===== config.mk =====
export PLATFORM = sky130hd
export DESIGN_NAME = tlic_ctrl
export DESIGN_NICKNAME = d
export VERILOG_FILES = /design/src/rtl/tlic_pkg.sv /design/src/rtl/tlic_arbiter.sv /design/src/rtl/tlic_ctrl.sv
export SDC_FILE = /design/constraint.sdc
export NUM_CORES = 1
export LEC_CHECK = 0
export BUFFER_PORTS_ARGS = -buffer_cell sky130_fd_sc_hd__buf_2
export CAP_MARGIN = 20
export CORE_UTILIZATION = 45
export CTS_CLUSTER_SIZE = 25
export DETAILED_ROUTE_END_ITERATION = 10
export GPL_TIMING_DRIVEN = 0
export MAX_ROUTING_LAYER = met4
export PLACE_DENSITY = 0.64
export SYNTH_ARGS = -nofsm -noshare
export SYNTH_HDL_FRONTEND = slang
export SYNTH_SLANG_ARGS = --single-unit

===== constraint.sdc =====
create_clock -name clk_in -period 4.2 [get_ports clk_in]
set_input_delay 0.42 -clock clk_in [delete_from_list [all_inputs] [get_ports clk_in]]
set_output_delay 0.42 -clock clk_in [all_outputs]
set_load 0.005 [all_outputs]

===== src/rtl/tlic_pkg.sv =====
// Constants, register layout and vectors of the interrupt controller
// What this block does
// - Each source has one priority bit: 0 low level, 1 high level.
// - A pending enabled high request preempts a running low handler.
// - No vector call at all while a high handler is in progress.
// - High-level requests win over low ones polled in the same cycle.
// - Equal level ties resolve by fixed order, slot 0 first, slot 9 last.
// - Each source has its own enable bit; cleared means never called.
// - Main enable bit 7 gates all requests globally.
// - Main enable layout: t2 b5, uart b4, t1 b3, ext1 b2, t0 b1, ext0 b0.
// - Aux enable layout: uart2 b4, i2c b1, usb b0.
// - Main priority layout mirrors the main enable layout, bits 5..0.
// - Aux priority layout: uart2 b4, i2c b1, usb b0.
// - Flags sampled once per machine cycle, evaluated at the last clock of that same machine cycle.
// - Withhold call while equal or higher level handler is in progress.
// - Call only in the final machine cycle of the current instruction.
// - No call during return or access to enable or priority registers.
// - Blocked requests are not remembered; every poll is fresh.
// - Call makes core push the program counter and load the vector.
// - Vectors: 0003h,000Bh,0013h,001Bh,0023h,002Bh,0033h,0043h,004Bh.
// - Return from handler clears the current level's in-progress state.
// - Plain subroutine return leaves the in-progress state untouched.
// - An enabled request or reset ends core idle.
// - Edge external flag cleared on call; level flag follows its pin.
package tlic_pkg;
  localparam int          NUM_SLOTS       = 10;
  localparam int          SLOT_W          = 4;
  // Register addresses on the plain register port
  localparam logic [1:0]  ADDR_MAIN_EN    = 2'h0;
  localparam logic [1:0]  ADDR_AUX_EN     = 2'h1;
  localparam logic [1:0]  ADDR_MAIN_PRIO  = 2'h2;
  localparam logic [1:0]  ADDR_AUX_PRIO   = 2'h3;
  localparam logic [7:0]  REG_RESET       = 8'h00;
  localparam logic [7:0]  MAIN_EN_MASK    = 8'hBF;
  localparam logic [7:0]  MAIN_PRIO_MASK  = 8'h3F;
  localparam logic [7:0]  AUX_MASK        = 8'h13;
  // Bit positions
  localparam int          BIT_GLOBAL      = 7;
  localparam int          BIT_T2          = 5;
  localparam int          BIT_UART        = 4;
  localparam int          BIT_T1          = 3;
  localparam int          BIT_EXT1        = 2;
  localparam int          BIT_T0          = 1;
  localparam int          BIT_EXT0        = 0;
  localparam int          BIT_UART2       = 4;
  localparam int          BIT_I2C         = 1;
  localparam int          BIT_USB         = 0;
  // Polling slots, 0 polled first
  localparam logic [3:0]  SLOT_EXT0       = 4'h0;
  localparam logic [3:0]  SLOT_UART2      = 4'h1;
  localparam logic [3:0]  SLOT_T0         = 4'h2;
  localparam logic [3:0]  SLOT_I2C        = 4'h3;
  localparam logic [3:0]  SLOT_EXT1       = 4'h4;
  localparam logic [3:0]  SLOT_RSVD       = 4'h5;
  localparam logic [3:0]  SLOT_T1         = 4'h6;
  localparam logic [3:0]  SLOT_USB        = 4'h7;
  localparam logic [3:0]  SLOT_UART       = 4'h8;
  localparam logic [3:0]  SLOT_T2         = 4'h9;
  // Vector addresses per source
  localparam logic [15:0] VEC_EXT0        = 16'h0003;
  localparam logic [15:0] VEC_T0          = 16'h000B;
  localparam logic [15:0] VEC_EXT1        = 16'h0013;
  localparam logic [15:0] VEC_T1          = 16'h001B;
  localparam logic [15:0] VEC_UART        = 16'h0023;
  localparam logic [15:0] VEC_T2          = 16'h002B;
  localparam logic [15:0] VEC_USB         = 16'h0033;
  localparam logic [15:0] VEC_I2C         = 16'h0043;
  localparam logic [15:0] VEC_UART2       = 16'h004B;
  // Core clocks per machine cycle and the sampling phase within it
  localparam int          MC_CLKS         = 12;
  localparam logic [3:0]  MC_LAST         = 4'(MC_CLKS - 1);
  localparam logic [3:0]  SAMPLE_PHASE    = 4'h9;
endpackage : tlic_pkg


===== src/rtl/tlic_arbiter.sv =====
// Fixed-order two-level request picker with registered result
`timescale 1ns/100ps
module tlic_arbiter
  import tlic_pkg::*;
(
  input  wire logic                 clk_in,
  input  wire logic                 rst_n_in,
  input  wire logic                 load_in,
  input  wire logic [NUM_SLOTS-1:0] req_in,
  input  wire logic [NUM_SLOTS-1:0] prio_in,
  output logic                      hit_out,
  output logic                      hit_high_out,
  output logic [SLOT_W-1:0]         slot_out
);
  logic              hit_r,  hit_nxt;
  logic              high_r, high_nxt;
  logic [SLOT_W-1:0] slot_r, slot_nxt;
  logic [NUM_SLOTS-1:0] hi_req, lo_req;

  // First set bit in fixed polling order
  function automatic logic [SLOT_W-1:0] first_set(
    input logic [NUM_SLOTS-1:0] v);
    logic [SLOT_W-1:0] s;
    s = '0;
    for (int i = NUM_SLOTS - 1; i >= 0; i--) begin
      if (v[i]) s = SLOT_W'(i);
    end
    return s;
  endfunction

  // Split by level, high wins
  always_comb begin
    hi_req   = req_in & prio_in;
    lo_req   = req_in & ~prio_in;
    hit_nxt  = hit_r;
    high_nxt = high_r;
    slot_nxt = slot_r;
    if (load_in) begin
      hit_nxt  = |req_in;
      high_nxt = |hi_req;
      slot_nxt = (|hi_req) ? first_set(hi_req) : first_set(lo_req);
    end
  end

  // Result registers
  always_ff @(posedge clk_in or negedge rst_n_in) begin
    if (!rst_n_in) begin
      hit_r  <= 1'b0;
      high_r <= 1'b0;
      slot_r <= '0;
    end else begin
      hit_r  <= hit_nxt;
      high_r <= high_nxt;
      slot_r <= slot_nxt;
    end
  end

  assign hit_out      = hit_r;
  assign hit_high_out = high_r;
  assign slot_out     = slot_r;
endmodule : tlic_arbiter


===== src/rtl/tlic_ctrl.sv =====
// Two-level interrupt controller top: registers, sampling, vector call
//
// The implementer's own choices: the address-and-strobe port and the address map.
`timescale 1ns/100ps
module tlic_ctrl
  import tlic_pkg::*;
(
  input  wire logic        clk_in,
  input  wire logic        rst_n_in,
  // Register port
  input  wire logic [1:0]  reg_addr_in,
  input  wire logic [7:0]  reg_wdata_in,
  input  wire logic        reg_wr_in,
  input  wire logic        reg_rd_in,
  output logic [7:0]       reg_rdata_out,
  // Request flags from sources
  input  wire logic        ext_request_zero_in,
  input  wire logic        ext_request_one_in,
  input  wire logic        ext0_edge_mode_in,
  input  wire logic        ext1_edge_mode_in,
  input  wire logic        timer0_flag_in,
  input  wire logic        timer1_flag_in,
  input  wire logic        timer2_flag_in,
  input  wire logic        uart_flag_in,
  input  wire logic        uart2_flag_in,
  input  wire logic        i2c_flag_in,
  input  wire logic        usb_flag_in,
  // Core status
  input  wire logic        instr_last_cycle_in,
  input  wire logic        instr_blocks_in,
  input  wire logic        return_from_handler_in,
  input  wire logic        core_idle_in,
  // Core commands
  output logic             hardware_vector_call_out,
  output logic [15:0]      vector_addr_out,
  output logic             ext0_flag_clear_out,
  output logic             ext1_flag_clear_out,
  output logic             idle_wake_out,
  output logic             low_active_out,
  output logic             high_active_out
);
  // Software registers
  logic [7:0]  main_irq_enable_r, main_irq_enable_nxt;
  logic [7:0]  aux_irq_enable_r,  aux_irq_enable_nxt;
  logic [7:0]  main_irq_prio_r,   main_irq_prio_nxt;
  logic [7:0]  aux_irq_prio_r,    aux_irq_prio_nxt;
  logic [7:0]  rdata_r,           rdata_nxt;
  // Machine cycle timing
  logic [3:0]  phase_r,           phase_nxt;
  // Sample and in-progress state
  logic [NUM_SLOTS-1:0] sample_r, sample_nxt;
  logic        low_active_r,      low_active_nxt;
  logic        high_active_r,     high_active_nxt;
  logic        call_r,            call_nxt;
  logic [15:0] vec_r,             vec_nxt;
  logic        clr0_r,            clr0_nxt;
  logic        clr1_r,            clr1_nxt;
  logic        wake_r,            wake_nxt;

  logic [NUM_SLOTS-1:0] live_req, en_vec, prio_vec;
  logic        mc_end, sample_now, arb_hit, arb_high, allow, take;
  logic [SLOT_W-1:0] arb_slot;

  // Vector lookup per polling slot
  function automatic logic [15:0] slot_vector(input logic [SLOT_W-1:0] s);
    logic [15:0] v;
    v = VEC_EXT0;
    unique case (s)
      SLOT_EXT0:  v = VEC_EXT0;
      SLOT_UART2: v = VEC_UART2;
      SLOT_T0:    v = VEC_T0;
      SLOT_I2C:   v = VEC_I2C;
      SLOT_EXT1:  v = VEC_EXT1;
      SLOT_T1:    v = VEC_T1;
      SLOT_USB:   v = VEC_USB;
      SLOT_UART:  v = VEC_UART;
      SLOT_T2:    v = VEC_T2;
      default:    v = VEC_EXT0;   // Reserved slot never wins
    endcase
    return v;
  endfunction

  // Per-slot enable and priority vectors
  always_comb begin
    en_vec = '0;
    prio_vec = '0;
    en_vec[SLOT_EXT0]  = main_irq_enable_r[BIT_EXT0];
    en_vec[SLOT_T0]    = main_irq_enable_r[BIT_T0];
    en_vec[SLOT_EXT1]  = main_irq_enable_r[BIT_EXT1];
    en_vec[SLOT_T1]    = main_irq_enable_r[BIT_T1];
    en_vec[SLOT_UART]  = main_irq_enable_r[BIT_UART];
    en_vec[SLOT_T2]    = main_irq_enable_r[BIT_T2];
    en_vec[SLOT_UART2] = aux_irq_enable_r[BIT_UART2];
    en_vec[SLOT_I2C]   = aux_irq_enable_r[BIT_I2C];
    en_vec[SLOT_USB]   = aux_irq_enable_r[BIT_USB];
    prio_vec[SLOT_EXT0]  = main_irq_prio_r[BIT_EXT0];
    prio_vec[SLOT_T0]    = main_irq_prio_r[BIT_T0];
    prio_vec[SLOT_EXT1]  = main_irq_prio_r[BIT_EXT1];
    prio_vec[SLOT_T1]    = main_irq_prio_r[BIT_T1];
    prio_vec[SLOT_UART]  = main_irq_prio_r[BIT_UART];
    prio_vec[SLOT_T2]    = main_irq_prio_r[BIT_T2];
    prio_vec[SLOT_UART2] = aux_irq_prio_r[BIT_UART2];
    prio_vec[SLOT_I2C]   = aux_irq_prio_r[BIT_I2C];
    prio_vec[SLOT_USB]   = aux_irq_prio_r[BIT_USB];
  end

  // Live gated requests by slot
  always_comb begin
    live_req = '0;
    live_req[SLOT_EXT0]  = ext_request_zero_in;
    live_req[SLOT_UART2] = uart2_flag_in;
    live_req[SLOT_T0]    = timer0_flag_in;
    live_req[SLOT_I2C]   = i2c_flag_in;
    live_req[SLOT_EXT1]  = ext_request_one_in;
    live_req[SLOT_RSVD]  = 1'b0;
    live_req[SLOT_T1]    = timer1_flag_in;
    live_req[SLOT_USB]   = usb_flag_in;
    live_req[SLOT_UART]  = uart_flag_in;
    live_req[SLOT_T2]    = timer2_flag_in;
    live_req = live_req & en_vec
             & {NUM_SLOTS{main_irq_enable_r[BIT_GLOBAL]}};
  end

  assign mc_end     = (phase_r == MC_LAST);
  assign sample_now = (phase_r == SAMPLE_PHASE);

  // Machine-cycle phase counter and register port
  always_comb begin
    phase_nxt = mc_end ? 4'h0 : phase_r + 4'h1;
    main_irq_enable_nxt = main_irq_enable_r;
    aux_irq_enable_nxt  = aux_irq_enable_r;
    main_irq_prio_nxt   = main_irq_prio_r;
    aux_irq_prio_nxt    = aux_irq_prio_r;
    rdata_nxt           = 8'h00;
    if (reg_wr_in) begin
      unique case (reg_addr_in)
        ADDR_MAIN_EN:   main_irq_enable_nxt = reg_wdata_in & MAIN_EN_MASK;
        ADDR_AUX_EN:    aux_irq_enable_nxt  = reg_wdata_in & AUX_MASK;
        ADDR_MAIN_PRIO: main_irq_prio_nxt   = reg_wdata_in & MAIN_PRIO_MASK;
        ADDR_AUX_PRIO:  aux_irq_prio_nxt    = reg_wdata_in & AUX_MASK;
      endcase
    end
    if (reg_rd_in) begin
      unique case (reg_addr_in)
        ADDR_MAIN_EN:   rdata_nxt = main_irq_enable_r;
        ADDR_AUX_EN:    rdata_nxt = aux_irq_enable_r;
        ADDR_MAIN_PRIO: rdata_nxt = main_irq_prio_r;
        ADDR_AUX_PRIO:  rdata_nxt = aux_irq_prio_r;
      endcase
    end
  end

  // Sampling once per machine cycle, no memory of old requests
  always_comb begin
    sample_nxt = sample_r;
    if (sample_now) begin
      sample_nxt = live_req;
    end
  end

  tlic_arbiter u_arb (
    .clk_in       (clk_in),
    .rst_n_in     (rst_n_in),
    .load_in      (sample_now),
    .req_in       (live_req),
    .prio_in      (prio_vec),
    .hit_out      (arb_hit),
    .hit_high_out (arb_high),
    .slot_out     (arb_slot)
  );

  // Blocking checks on the polled result
  assign allow = !high_active_r
               && !(low_active_r && !arb_high);
  assign take  = mc_end && arb_hit && allow
               && instr_last_cycle_in
               && !instr_blocks_in && !return_from_handler_in;

  // Call issue and in-progress tracking
  always_comb begin
    low_active_nxt  = low_active_r;
    high_active_nxt = high_active_r;
    call_nxt        = take;
    vec_nxt         = vec_r;
    clr0_nxt        = 1'b0;
    clr1_nxt        = 1'b0;
    wake_nxt        = core_idle_in && (|sample_r);
    if (return_from_handler_in && mc_end) begin
      if (high_active_r) high_active_nxt = 1'b0;
      else low_active_nxt = 1'b0;
    end
    if (take) begin
      vec_nxt = slot_vector(arb_slot);
      if (arb_high) high_active_nxt = 1'b1;
      else low_active_nxt = 1'b1;
      clr0_nxt = (arb_slot == SLOT_EXT0) && ext0_edge_mode_in;
      clr1_nxt = (arb_slot == SLOT_EXT1) && ext1_edge_mode_in;
    end
  end

  // State registers
  always_ff @(posedge clk_in or negedge rst_n_in) begin
    if (!rst_n_in) begin
      main_irq_enable_r <= REG_RESET;
      aux_irq_enable_r  <= REG_RESET;
      main_irq_prio_r   <= REG_RESET;
      aux_irq_prio_r    <= REG_RESET;
      rdata_r           <= 8'h00;
      phase_r           <= 4'h0;
      sample_r          <= '0;
      low_active_r      <= 1'b0;
      high_active_r     <= 1'b0;
      call_r            <= 1'b0;
      vec_r             <= 16'h0000;
      clr0_r            <= 1'b0;
      clr1_r            <= 1'b0;
      wake_r            <= 1'b0;
    end else begin
      main_irq_enable_r <= main_irq_enable_nxt;
      aux_irq_enable_r  <= aux_irq_enable_nxt;
      main_irq_prio_r   <= main_irq_prio_nxt;
      aux_irq_prio_r    <= aux_irq_prio_nxt;
      rdata_r           <= rdata_nxt;
      phase_r           <= phase_nxt;
      sample_r          <= sample_nxt;
      low_active_r      <= low_active_nxt;
      high_active_r     <= high_active_nxt;
      call_r            <= call_nxt;
      vec_r             <= vec_nxt;
      clr0_r            <= clr0_nxt;
      clr1_r            <= clr1_nxt;
      wake_r            <= wake_nxt;
    end
  end

  assign reg_rdata_out            = rdata_r;
  assign hardware_vector_call_out = call_r;
  assign vector_addr_out          = vec_r;
  assign ext0_flag_clear_out      = clr0_r;
  assign ext1_flag_clear_out      = clr1_r;
  assign idle_wake_out            = wake_r;
  assign low_active_out           = low_active_r;
  assign high_active_out          = high_active_r;

  // Checks
  chk_no_call_high: assert property (@(posedge clk_in) disable iff (!rst_n_in)
    high_active_r |=> !call_r) else $error("call while high active");
  chk_call_last: assert property (@(posedge clk_in) disable iff (!rst_n_in)
    call_r |-> $past(instr_last_cycle_in) && $past(mc_end))
    else $error("call outside last cycle");
  chk_call_block: assert property (@(posedge clk_in) disable iff (!rst_n_in)
    (instr_blocks_in || return_from_handler_in) |=> !call_r)
    else $error("call during blocking instruction");
  chk_gate_off: assert property (@(posedge clk_in) disable iff (!rst_n_in)
    call_r |-> $past(main_irq_enable_r[BIT_GLOBAL], 3))
    else $error("call with global gate off");
  chk_low_preempt: assert property (@(posedge clk_in) disable iff (!rst_n_in)
    (call_r && $past(low_active_r)) |-> high_active_r)
    else $error("low handler preempted by low");
  chk_vec_legal: assert property (@(posedge clk_in) disable iff (!rst_n_in)
    call_r |-> (vec_r[2:0] == 3'h3 && vec_r <= VEC_UART2))
    else $error("illegal vector");
  chk_return_from_handler_clear: assert property (@(posedge clk_in) disable iff (!rst_n_in)
    (return_from_handler_in && mc_end && high_active_r) |=> !high_active_r)
    else $error("return did not clear level");
  chk_edge_clear: assert property (@(posedge clk_in) disable iff (!rst_n_in)
    ext0_flag_clear_out |-> call_r && vector_addr_out == VEC_EXT0)
    else $error("ext0 clear without call");
endmodule : tlic_ctrl


# --- Word level (Yosys, flattened, before mapping) ---
# Memories as Yosys holds them, arrays and structs flattened. A register that Yosys moved wholly into a read port is not among the register bits.
# Cells that the tools add are included.
totals:
  register_bits: 69
  latch_bits: 0
  ramBits: 0
  romBits: 64
  output_inout_bits: 30
  wordCells: 89
  n_memories: 1
op_classes:
  add_sub_neg: 1
  n_mul: 0
  div_mod_pow: 0
  magnitude_cmp: 0
  n_eq_ne: 6
  shift: 0
  muxes: 33
  n_bitwise: 5
  reduce_logical: 26
mem_list:
  columns: ["memory", "words", "width", "read_ports", "rd_clocked_by_memory_dff", "wr", "line", "rtl"]
  rows:
  - ["(no name shown)", 16, 4, 1, 1, 0, "tlic_ctrl.sv:68", "unique case (s)"]
op_table:
  columns: ["op", "n"]
  rows:
  - ["2-to-1 mux 4 bit", 22]
  - ["AND 10 bit", 4]
  - ["one-hot mux 8 bit (4 select lines)", 1]
  - ["OR reduction 10 bit", 3]
  - ["logical AND 1 bit", 11]
  - ["inverter 10 bit", 1]
  - ["2-to-1 mux 1 bit", 9]
  - ["== test 4 bit (second input constant)", 2]
  - ["2-to-1 mux 8 bit", 1]
  - ["AND reduction 2 bit", 4]
  - ["logical NOT 1 bit", 6]
  - ["adder 4 x 1 -> 4 bit (second input constant)", 1]
  - ["== test 2 bit (second input constant)", 2]
  - ["== test 4 x 3 -> 1 bit (second input constant)", 1]
  - ["logical NOT 4 bit", 1]
  - ["== test 2 x 1 -> 1 bit (second input constant)", 1]
  - ["logical NOT 2 bit", 1]

# --- Longest topological paths before layout ---
# Gate-level depths: netlist of the first run.
depth:
  ltp_word: 14
  depth_mapped: 6
  depth_no_buf: 6

# --- Cells and area by module ---
# Synthesis of the first run repeated with hierarchy kept, for this count alone.
unflattened:
  cells_unflattened: 252
  hier_area_um2: 2960.3
by_module_without_submodules:
  columns: ["mod", "n_inst", "cells_per_inst", "area_each_um2", "seq_area_each_um2"]
  rows:
  - ["tlic_ctrl", 1, 180, 2364.8, 1251.2]
  - ["tlic_arbiter", 1, 72, 595.6, 150.1]

# --- Least setup slack after synthesis of the first run ---
# OpenSTA, ideal clock, no wires.
synth_timing:
  path_kind: "register to register"
  start: "register phase_r[0]"
  end: "register vec_r[4] (netlist: vector_addr_out[4])"
  setup_time_ns: 0.125
  t_arrival_ns: 1.506
  required_ns: 4.075
  slack_ns: 2.570
  path_stages_with_launch: 5
  n_path_buf: 0
  period_less_slack_ns: 1.630
  cell_sequence: "dfrtp_1 -> ha_1 -> nand4bb_4 -> a2111oi_4 -> mux2_2"
synth_between:
  elab_chain_len: 6
synth_rtl:
  columns: ["item", "line", "rtl"]
  rows:
  - ["start: declaration", "tlic_ctrl.sv:49", "logic [3:0] phase_r, phase_nxt;"]
  - ["start signal: assignment", "tlic_ctrl.sv:224", "phase_r <= phase_nxt;"]
  - ["== test 4 bit", "tlic_ctrl.sv:124", "assign mc_end = (phase_r == MC_LAST);"]
  - ["logical AND 1 bit (2 in series)", "tlic_ctrl.sv:175", "assign take = mc_end && arb_hit && allow"]
  - ["logical AND 1 bit", "tlic_ctrl.sv:176", "&& instr_last_cycle_in"]
  - ["logical AND 1 bit (2 in series)", "tlic_ctrl.sv:177", "&& !instr_blocks_in && !return_from_handler_in;"]
  - ["via call_nxt", "tlic_ctrl.sv:54", "logic call_r, call_nxt;"]
  - ["end: declaration", "tlic_ctrl.sv:55", "logic [15:0] vec_r, vec_nxt;"]
# The timed path passes the listed nets, and every way through them passes these cells.
# A chain may end at the register's enable or synchronous reset.

# --- Final worst setup path of the first run ---
layout_timing:
  start: "register phase_r[1]"
  end: "register u_arb.slot_r[0] (netlist: u_arb.slot_out[0])"
layout_between:
  elab_chain_len: 1
layout_rtl:
  columns: ["item", "line", "rtl"]
  rows:
  - ["== test 4 bit", "tlic_ctrl.sv:125", "assign sample_now = (phase_r == SAMPLE_PHASE);"]
  - ["end signal: assignment", "tlic_arbiter.sv:54", "slot_r <= slot_nxt;"]
  - ["end: declaration", "tlic_arbiter.sv:17", "logic [SLOT_W-1:0] slot_r, slot_nxt;"]
# Every way passes these cells.

==> results of run 1 <==
[layout make-up]
| cell class | instances | area, sq um | share of cell area |
|---|---|---|---|
| clock inverter | 2 | 35.0 | 0.0103 |
| clock buffer | 6 | 72.6 | 0.0214 |
| timing repair buffer | 46 | 245 | 0.0723 |
| buffer | 22 | 139 | 0.0410 |
| multi-input combinational | 187 | 1370 | 0.403 |
| tap | 75 | 93.8 | 0.0277 |
| inverter | 10 | 37.5 | 0.0111 |
| sequential | 56 | 1400 | 0.413 |
[worst paths after layout]
kind | startpoint | to
worst min-delay path | rst_n_in | reg_rdata_out[2]
min in group clk_in | return_from_handler_in | high_active_out
max in group asynchronous | rst_n_in | sample_r[6]
worst max register to register | phase_r[1] | u_arb.slot_out[0]
worst max-delay path | phase_r[1] | u_arb.slot_out[0]
worst min register to register | sample_r[8] | sample_r[8]
[metal layers]
layer | vias up | track usage
met5 | - | -
met1 | 1011 | 0.287
li1 | 1064 | -
met3 | 6 | 0.0319
met2 | 50 | 0.312
met4 | 0 | 0.0667
[cells in the final DEF (no fill, tap or decap), types with 2 or more instances in the layout]
cell	n
dfrtp_1	56
buf_2	48
mux2_2	22
nand2_1	18
nor2_1	16
o21ai_0	15
nand3_1	15
buf_4	14
conb_1	11
inv_1	10
nand4_1	10
a21oi_1	7
ha_1	7
nor3_1	6
clkbuf_1	5
and4b_1	5
clkbuf_8	5
mux2i_1	4
and2_1	4
a31oi_1	4
nand3b_1	4
nand4b_1	4
nand2b_1	3
mux4_2	3
and3_1	3
and4_1	3
nor4_1	2
and3b_1	2
or2_2	2
a21boi_0	2
o31a_1	2
[flip-flops by register name, indices dropped and copies added, names as in the netlist]
register,count
aux_irq_enable_r,3
aux_irq_prio_r,3
ext0_flag_clear_out,1
ext1_flag_clear_out,1
hardware_vector_call_out,1
high_active_out,1
idle_wake_out,1
low_active_out,1
main_irq_enable_r,7
main_irq_prio_r,6
phase_r,4
reg_rdata_out,7
sample_r,9
u_arb.hit_high_out,1
u_arb.hit_out,1
u_arb.slot_out,4
vector_addr_out,5
[worst max-delay path, delay by kind of cell, from the launching register on]
family	cells	cell delay, ns
flip-flops	1	0.40
AO/OA/AOI/OAI	1	0.28
buffers and inverters	1	0.06
adder cells (fa/ha/maj)	1	0.15
AND/OR/NAND/NOR	3	0.89
[cell families (layout without fill, tap and decap cells)]
family                   Yosys count  after routing  synth area share
buffers and inverters             32             86            0.0607
AND/OR/NAND/NOR                  102            102             0.214
XOR/XNOR                           1              1           0.00301
other                              1             11           0.00129
adder cells (fa/ha/maj)            7              7            0.0301
multiplexers                      29             29             0.122
AO/OA/AOI/OAI                     37             37            0.0865
flip-flops                        56             56             0.482
[per-stage QoR]
step / worst slack (ns) / hold slack [ns] / utilization
final: 2.36 / 0.0973 / 0.559
after global routing: 2.16 / 0.132 / 0.559
after CTS: 2.33 / 0.111 / 0.559
after detailed placement: 2.34 / 0.454 / 0.542
after global placement: 2.36 / 0.468 / 0.538
after floorplan: 2.57 / 0.124 / -
[where the power goes]
group / total (uW) / internal (uW) / switching, uW / leakage [uW]
combinational: 331 / 165 / 166 / 0.000858
sequential: 696 / 623 / 73.5 / 0.000715
clock: 349 / 177 / 172 / 0.0000552
==> impl_metrics.tcl, run 1 <==
set metrics [dict create \
    grt_pass1_vias 1999 \
    criticalPathCategory "flop to flop" \
    post-route-period-util 0.437 \
    synth-edff-count 0 \
    die_area_sq_um 6780 \
    nets 364 \
    crit_path_end_kind "flop" \
    slew_headroom 0.566 \
    ctsResizeCount 0 \
    hold_violations 0 \
    place_hpwl_mm 4.54 \
    powerDensity_nw_per_um2 406 \
    p_leak_uw 0.00163 \
    design.core.area_sq_um 6060 \
    die_w_um 82.4 \
    drt.antenna.violating_nets 0 \
    peakVddDrop_v 0.000185 \
    cts_tree "done" \
    wl_met3_um 269 \
    clock_sinks 56 \
    critPathMaxStageDelay_ns 0.57 \
    status "complete, no violations" \
    period_minus_slack_ns 1.84 \
    finalMaxSlewViolations 0 \
    rows 28 \
    root_buffer "clkbuf_8" \
    syn_inst 265 \
    grt_pass1_wl_mm 9.93 \
    portBuffers 45 \
    yosysWarningCount 0 \
    start_util 0.480 \
    drt_wl_total_mm 5.89 \
    synth_flop_cell "dfrtp_1" \
    yosysMostFrequentCell "dfrtp_1" \
    dr.pass1.iters 4 \
    layout-drive-gt1-share 0.313 \
    synthArstFlopShare 1.00 \
    setup_viol 0 \
    max_cap_violations 0 \
    rsz0062_at_grt "false" \
    postCtsHoldBufs 0 \
    synth_commonest_cells "dfrtp_1, mux2_2, nand2_1" \
    grt_max_degree 33 \
    post_dp_cell_area_sq_um 3280 \
    num_vias 2131 \
    required_ns 4.45 \
    route.detailed.drc 0 \
    ioPinCount 59 \
    wl_per_cell_um 14.6 \
    fill_cells 560 \
    synth_cell_types 44 \
    reg2reg_slack_ns 2.36 \
    worst_pin_slew_ns 0.649 \
    clockBufferDepth 2 \
    gp_congestion 0.894 \
    finalInstanceArea_sq_um 3390 \
    start_kind "flop" \
    crit_fanout 3 \
    syn_to_final_growth_pct 16.7 \
    cts_inserted_buffers 5 \
    worstSkewPairLatency_ns 0.31 \
    worst_path_max_delay_cell "nor4_1" \
    synth_top_area_share 0.482 \
    syn-cell-area_sq_um 2910 \
    tns_ns 0 \
    grtUsageTotal 0.207 \
    drt-vias-per-instance 5.27 \
    synth_seq_cells 56 \
    post-cts-setup-buffer-count 0 \
    skew_ns 0.00775 \
    dp_cells 396 \
    r2r_cells 6 \
    antenna_found_initial 0 \
    final_cells 404 \
    path_clk_slew_ns 0.10 \
    overflow 0 \
    path_cells "inv_1 -> ha_1 -> and3b_1 -> nand4_1 -> nor4_1 -> a32o_1" \
    max_freq_mhz 545 \
    total_power_uw 1380 \
    seq_area_frac_synth 0.482 \
    antenna-diode-count 0 \
    drt_iter0_drc 128 \
    met1Wirelength_mm 2.82 \
    synth_top_cell_by_area "dfrtp_1" \
    cts_max_level 2 \
    synth.area.top_cells "dfrtp_1, mux2_2, buf_4" \
    hold_class "input pin to asynchronous set/reset pin" \
    critical_path_arrival_ns 2.09 \
    met2WireLength_mm 2.73 \
    syn_area_per_cell_sq_um 11.0 \
    topRoutingLayerUsed "met4" \
    die_h_um 82.4 \
]
Power figures use the tool's default switching activity.
==> inputs of run 2 (changes only) <==
==> constraint.sdc (replaced) <==
create_clock -name clk_in -period 1.8 [get_ports clk_in]
set_input_delay 0.18 -clock clk_in [delete_from_list [all_inputs] [get_ports clk_in]]
set_output_delay 0.18 -clock clk_in [all_outputs]
set_load 0.005 [all_outputs]
==> impl_metrics.tcl, run 2 (synthesized netlist as in run 1, its figures left out) <==
set metrics [dict create \
    status "complete, no violations" \
    die_h_um 82.4 \
    start_kind "flop" \
    r2r_cells 6 \
    hold_violations 0 \
    drt_iter0_drc 113 \
    clockBufferDepth 2 \
    setup.worst_path.start "main_irq_enable_r[7]" \
    rows 28 \
    most-common-layout-cells "dfrtp_1, buf_2, mux2_2" \
    hold_class "input pin to flop" \
    reg2reg_slack_ns 0.12 \
    setup_viol 0 \
    portBuffers 45 \
    syn_to_final_growth_pct 18.8 \
    design.core.area_sq_um 6060 \
    critical_path_arrival_ns 1.89 \
    peakVddDrop_v 0.000432 \
    post-route-period-util 0.934 \
    grt_pass1_wl_mm 10.1 \
    crit_fanout 10 \
    finalInstanceArea_sq_um 3450 \
    fin_util 0.570 \
    worst_pin_slew_ns 0.653 \
    drt.antenna.violating_nets 0 \
    slew_headroom 0.562 \
    r2r-start "main_irq_enable_r[7]" \
    grt_max_degree 33 \
    drt-vias-per-instance 5.26 \
    die_area_sq_um 6780 \
    place_ws_ns -0.0614 \
    crit_path_end_kind "flop" \
    clock_sinks 56 \
    num_vias 2141 \
    overflow 0 \
    crit_top_cell "buf_2" \
    p_leak_uw 0.00165 \
    powerDensity_nw_per_um2 933 \
    holdWs_ns 0.0956 \
    worst_slack_ns 0.119 \
    antenna_found_initial 0 \
    wl_per_cell_um 14.6 \
    gp_congestion 0.894 \
    drt_wl_total_mm 5.95 \
    nets 367 \
    path_cells "buf_2 -> buf_2 -> nand4b_1 -> a21oi_1 -> o21ai_0 -> a32o_1" \
    root_buffer "clkbuf_8" \
    place_hpwl_mm 4.54 \
    start_util 0.480 \
    regMostFlops "sample_r" \
    finalMaxSlewViolations 0 \
    worstSkewPairLatency_ns 0.31 \
    post_dp_cell_area_sq_um 3280 \
    worstReg2RegEnd "u_arb.slot_out[0]" \
    period_minus_slack_ns 1.68 \
    critPathMaxStageDelay_ns 0.39 \
    cts_inserted_buffers 5 \
    largest_reg_flops 9 \
    cts_max_level 2 \
    skew_ns 0.00682 \
    antenna-diode-count 0 \
    required_ns 2.01 \
    grtUsageTotal 0.209 \
    critPathCapture "u_arb.slot_out[0]" \
    max_cap_violations 0 \
    seqCellArea_sq_um 1400 \
    dr.pass1.iters 4 \
    die_w_um 82.4 \
    worst_path_max_delay_cell "dfrtp_1" \
    grt_pass1_vias 2026 \
    ioPinCount 59 \
    multi_input_area_sq_um 1400 \
    mostFrequentLayoutCell "dfrtp_1" \
    criticalPathCategory "flop to flop" \
    max_freq_mhz 595 \
    rsz0062_at_grt "false" \
    path_clk_slew_ns 0.10 \
    layout-drive-gt1-share 0.328 \
    cts_tree "done" \
    fill_cells 556 \
    route.detailed.drc 0 \
]
run 2: power by group:
group          internal [uW]  switching, uW  total, uW
combinational            388            397        785
sequential              1450            171       1620
clock                    413            399        812
total                   2250            968       3220
run 2: how the worst min path moves through the flow:
stage | from | to | slack [ns] | cells past startpoint
detailed placement | rst_n_in | reg_rdata_out[2] | 0.21 | 1
CTS | return_from_handler_in | high_active_out | 0.08 | 2
global placement | return_from_handler_in | high_active_out | 0.42 | 2
floorplan | rst_n_in | aux_irq_enable_r[0] | -0.12 | 0
global route | return_from_handler_in | low_active_out | 0.09 | 2
finish | reg_wdata_in[7] | main_irq_enable_r[7] | 0.1 | 2
run 2: what timing repair did:
action | in CTS | in global routing
endpoints found under the setup margin | 6 | 6
hold endpoints to repair | 24 | 0
pin swaps | 1 | 1
hold buffers | 1 | 0
gates resized for setup | 1 | 6
setup buffers | 2 | 0
run 2: final cells by class:
| cell class | count | area share |
|---|---|---|
| Clock inverter | 2 | 0.0101 |
| Inverter | 10 | 0.0109 |
| Tap cell | 75 | 0.0272 |
| Clock buffer | 6 | 0.0210 |
| Multi-Input combinational cell | 187 | 0.406 |
| Sequential cell | 56 | 0.406 |
| Timing Repair Buffer | 49 | 0.0783 |
| Buffer | 22 | 0.0402 |
run 2: metrics by stage:
stage                      TNS, ns  total power (uW)  instances
after CTS                        0              3250        407
after floorplan                  0              2150        275
final                            0              3220        407
after detailed placement    -0.195              2420        396
after global placement    -0.00190              2400        395
after global routing             0              3450        407
run 2: critical path: cells and delay by family, from the launching register on:
family                 cells  cell delay, ns
DFF                        1            0.39
buffers and inverters      2            0.49
AOI/OAI and AO/OA          3            0.55
and+or+nand+nor            1            0.15
run 2: per-layer routing:
layer | wire length (um) | GRT usage | share of wire | vias to the layer above
met5 | 0 | - | 0 | -
met4 | 79 | 0.0667 | 0.013 | 0
met3 | 231 | 0.0319 | 0.039 | 9
met2 | 2770 | 0.317 | 0.46 | 48
met1 | 2870 | 0.289 | 0.48 | 1012
li1 | - | - | - | 1072
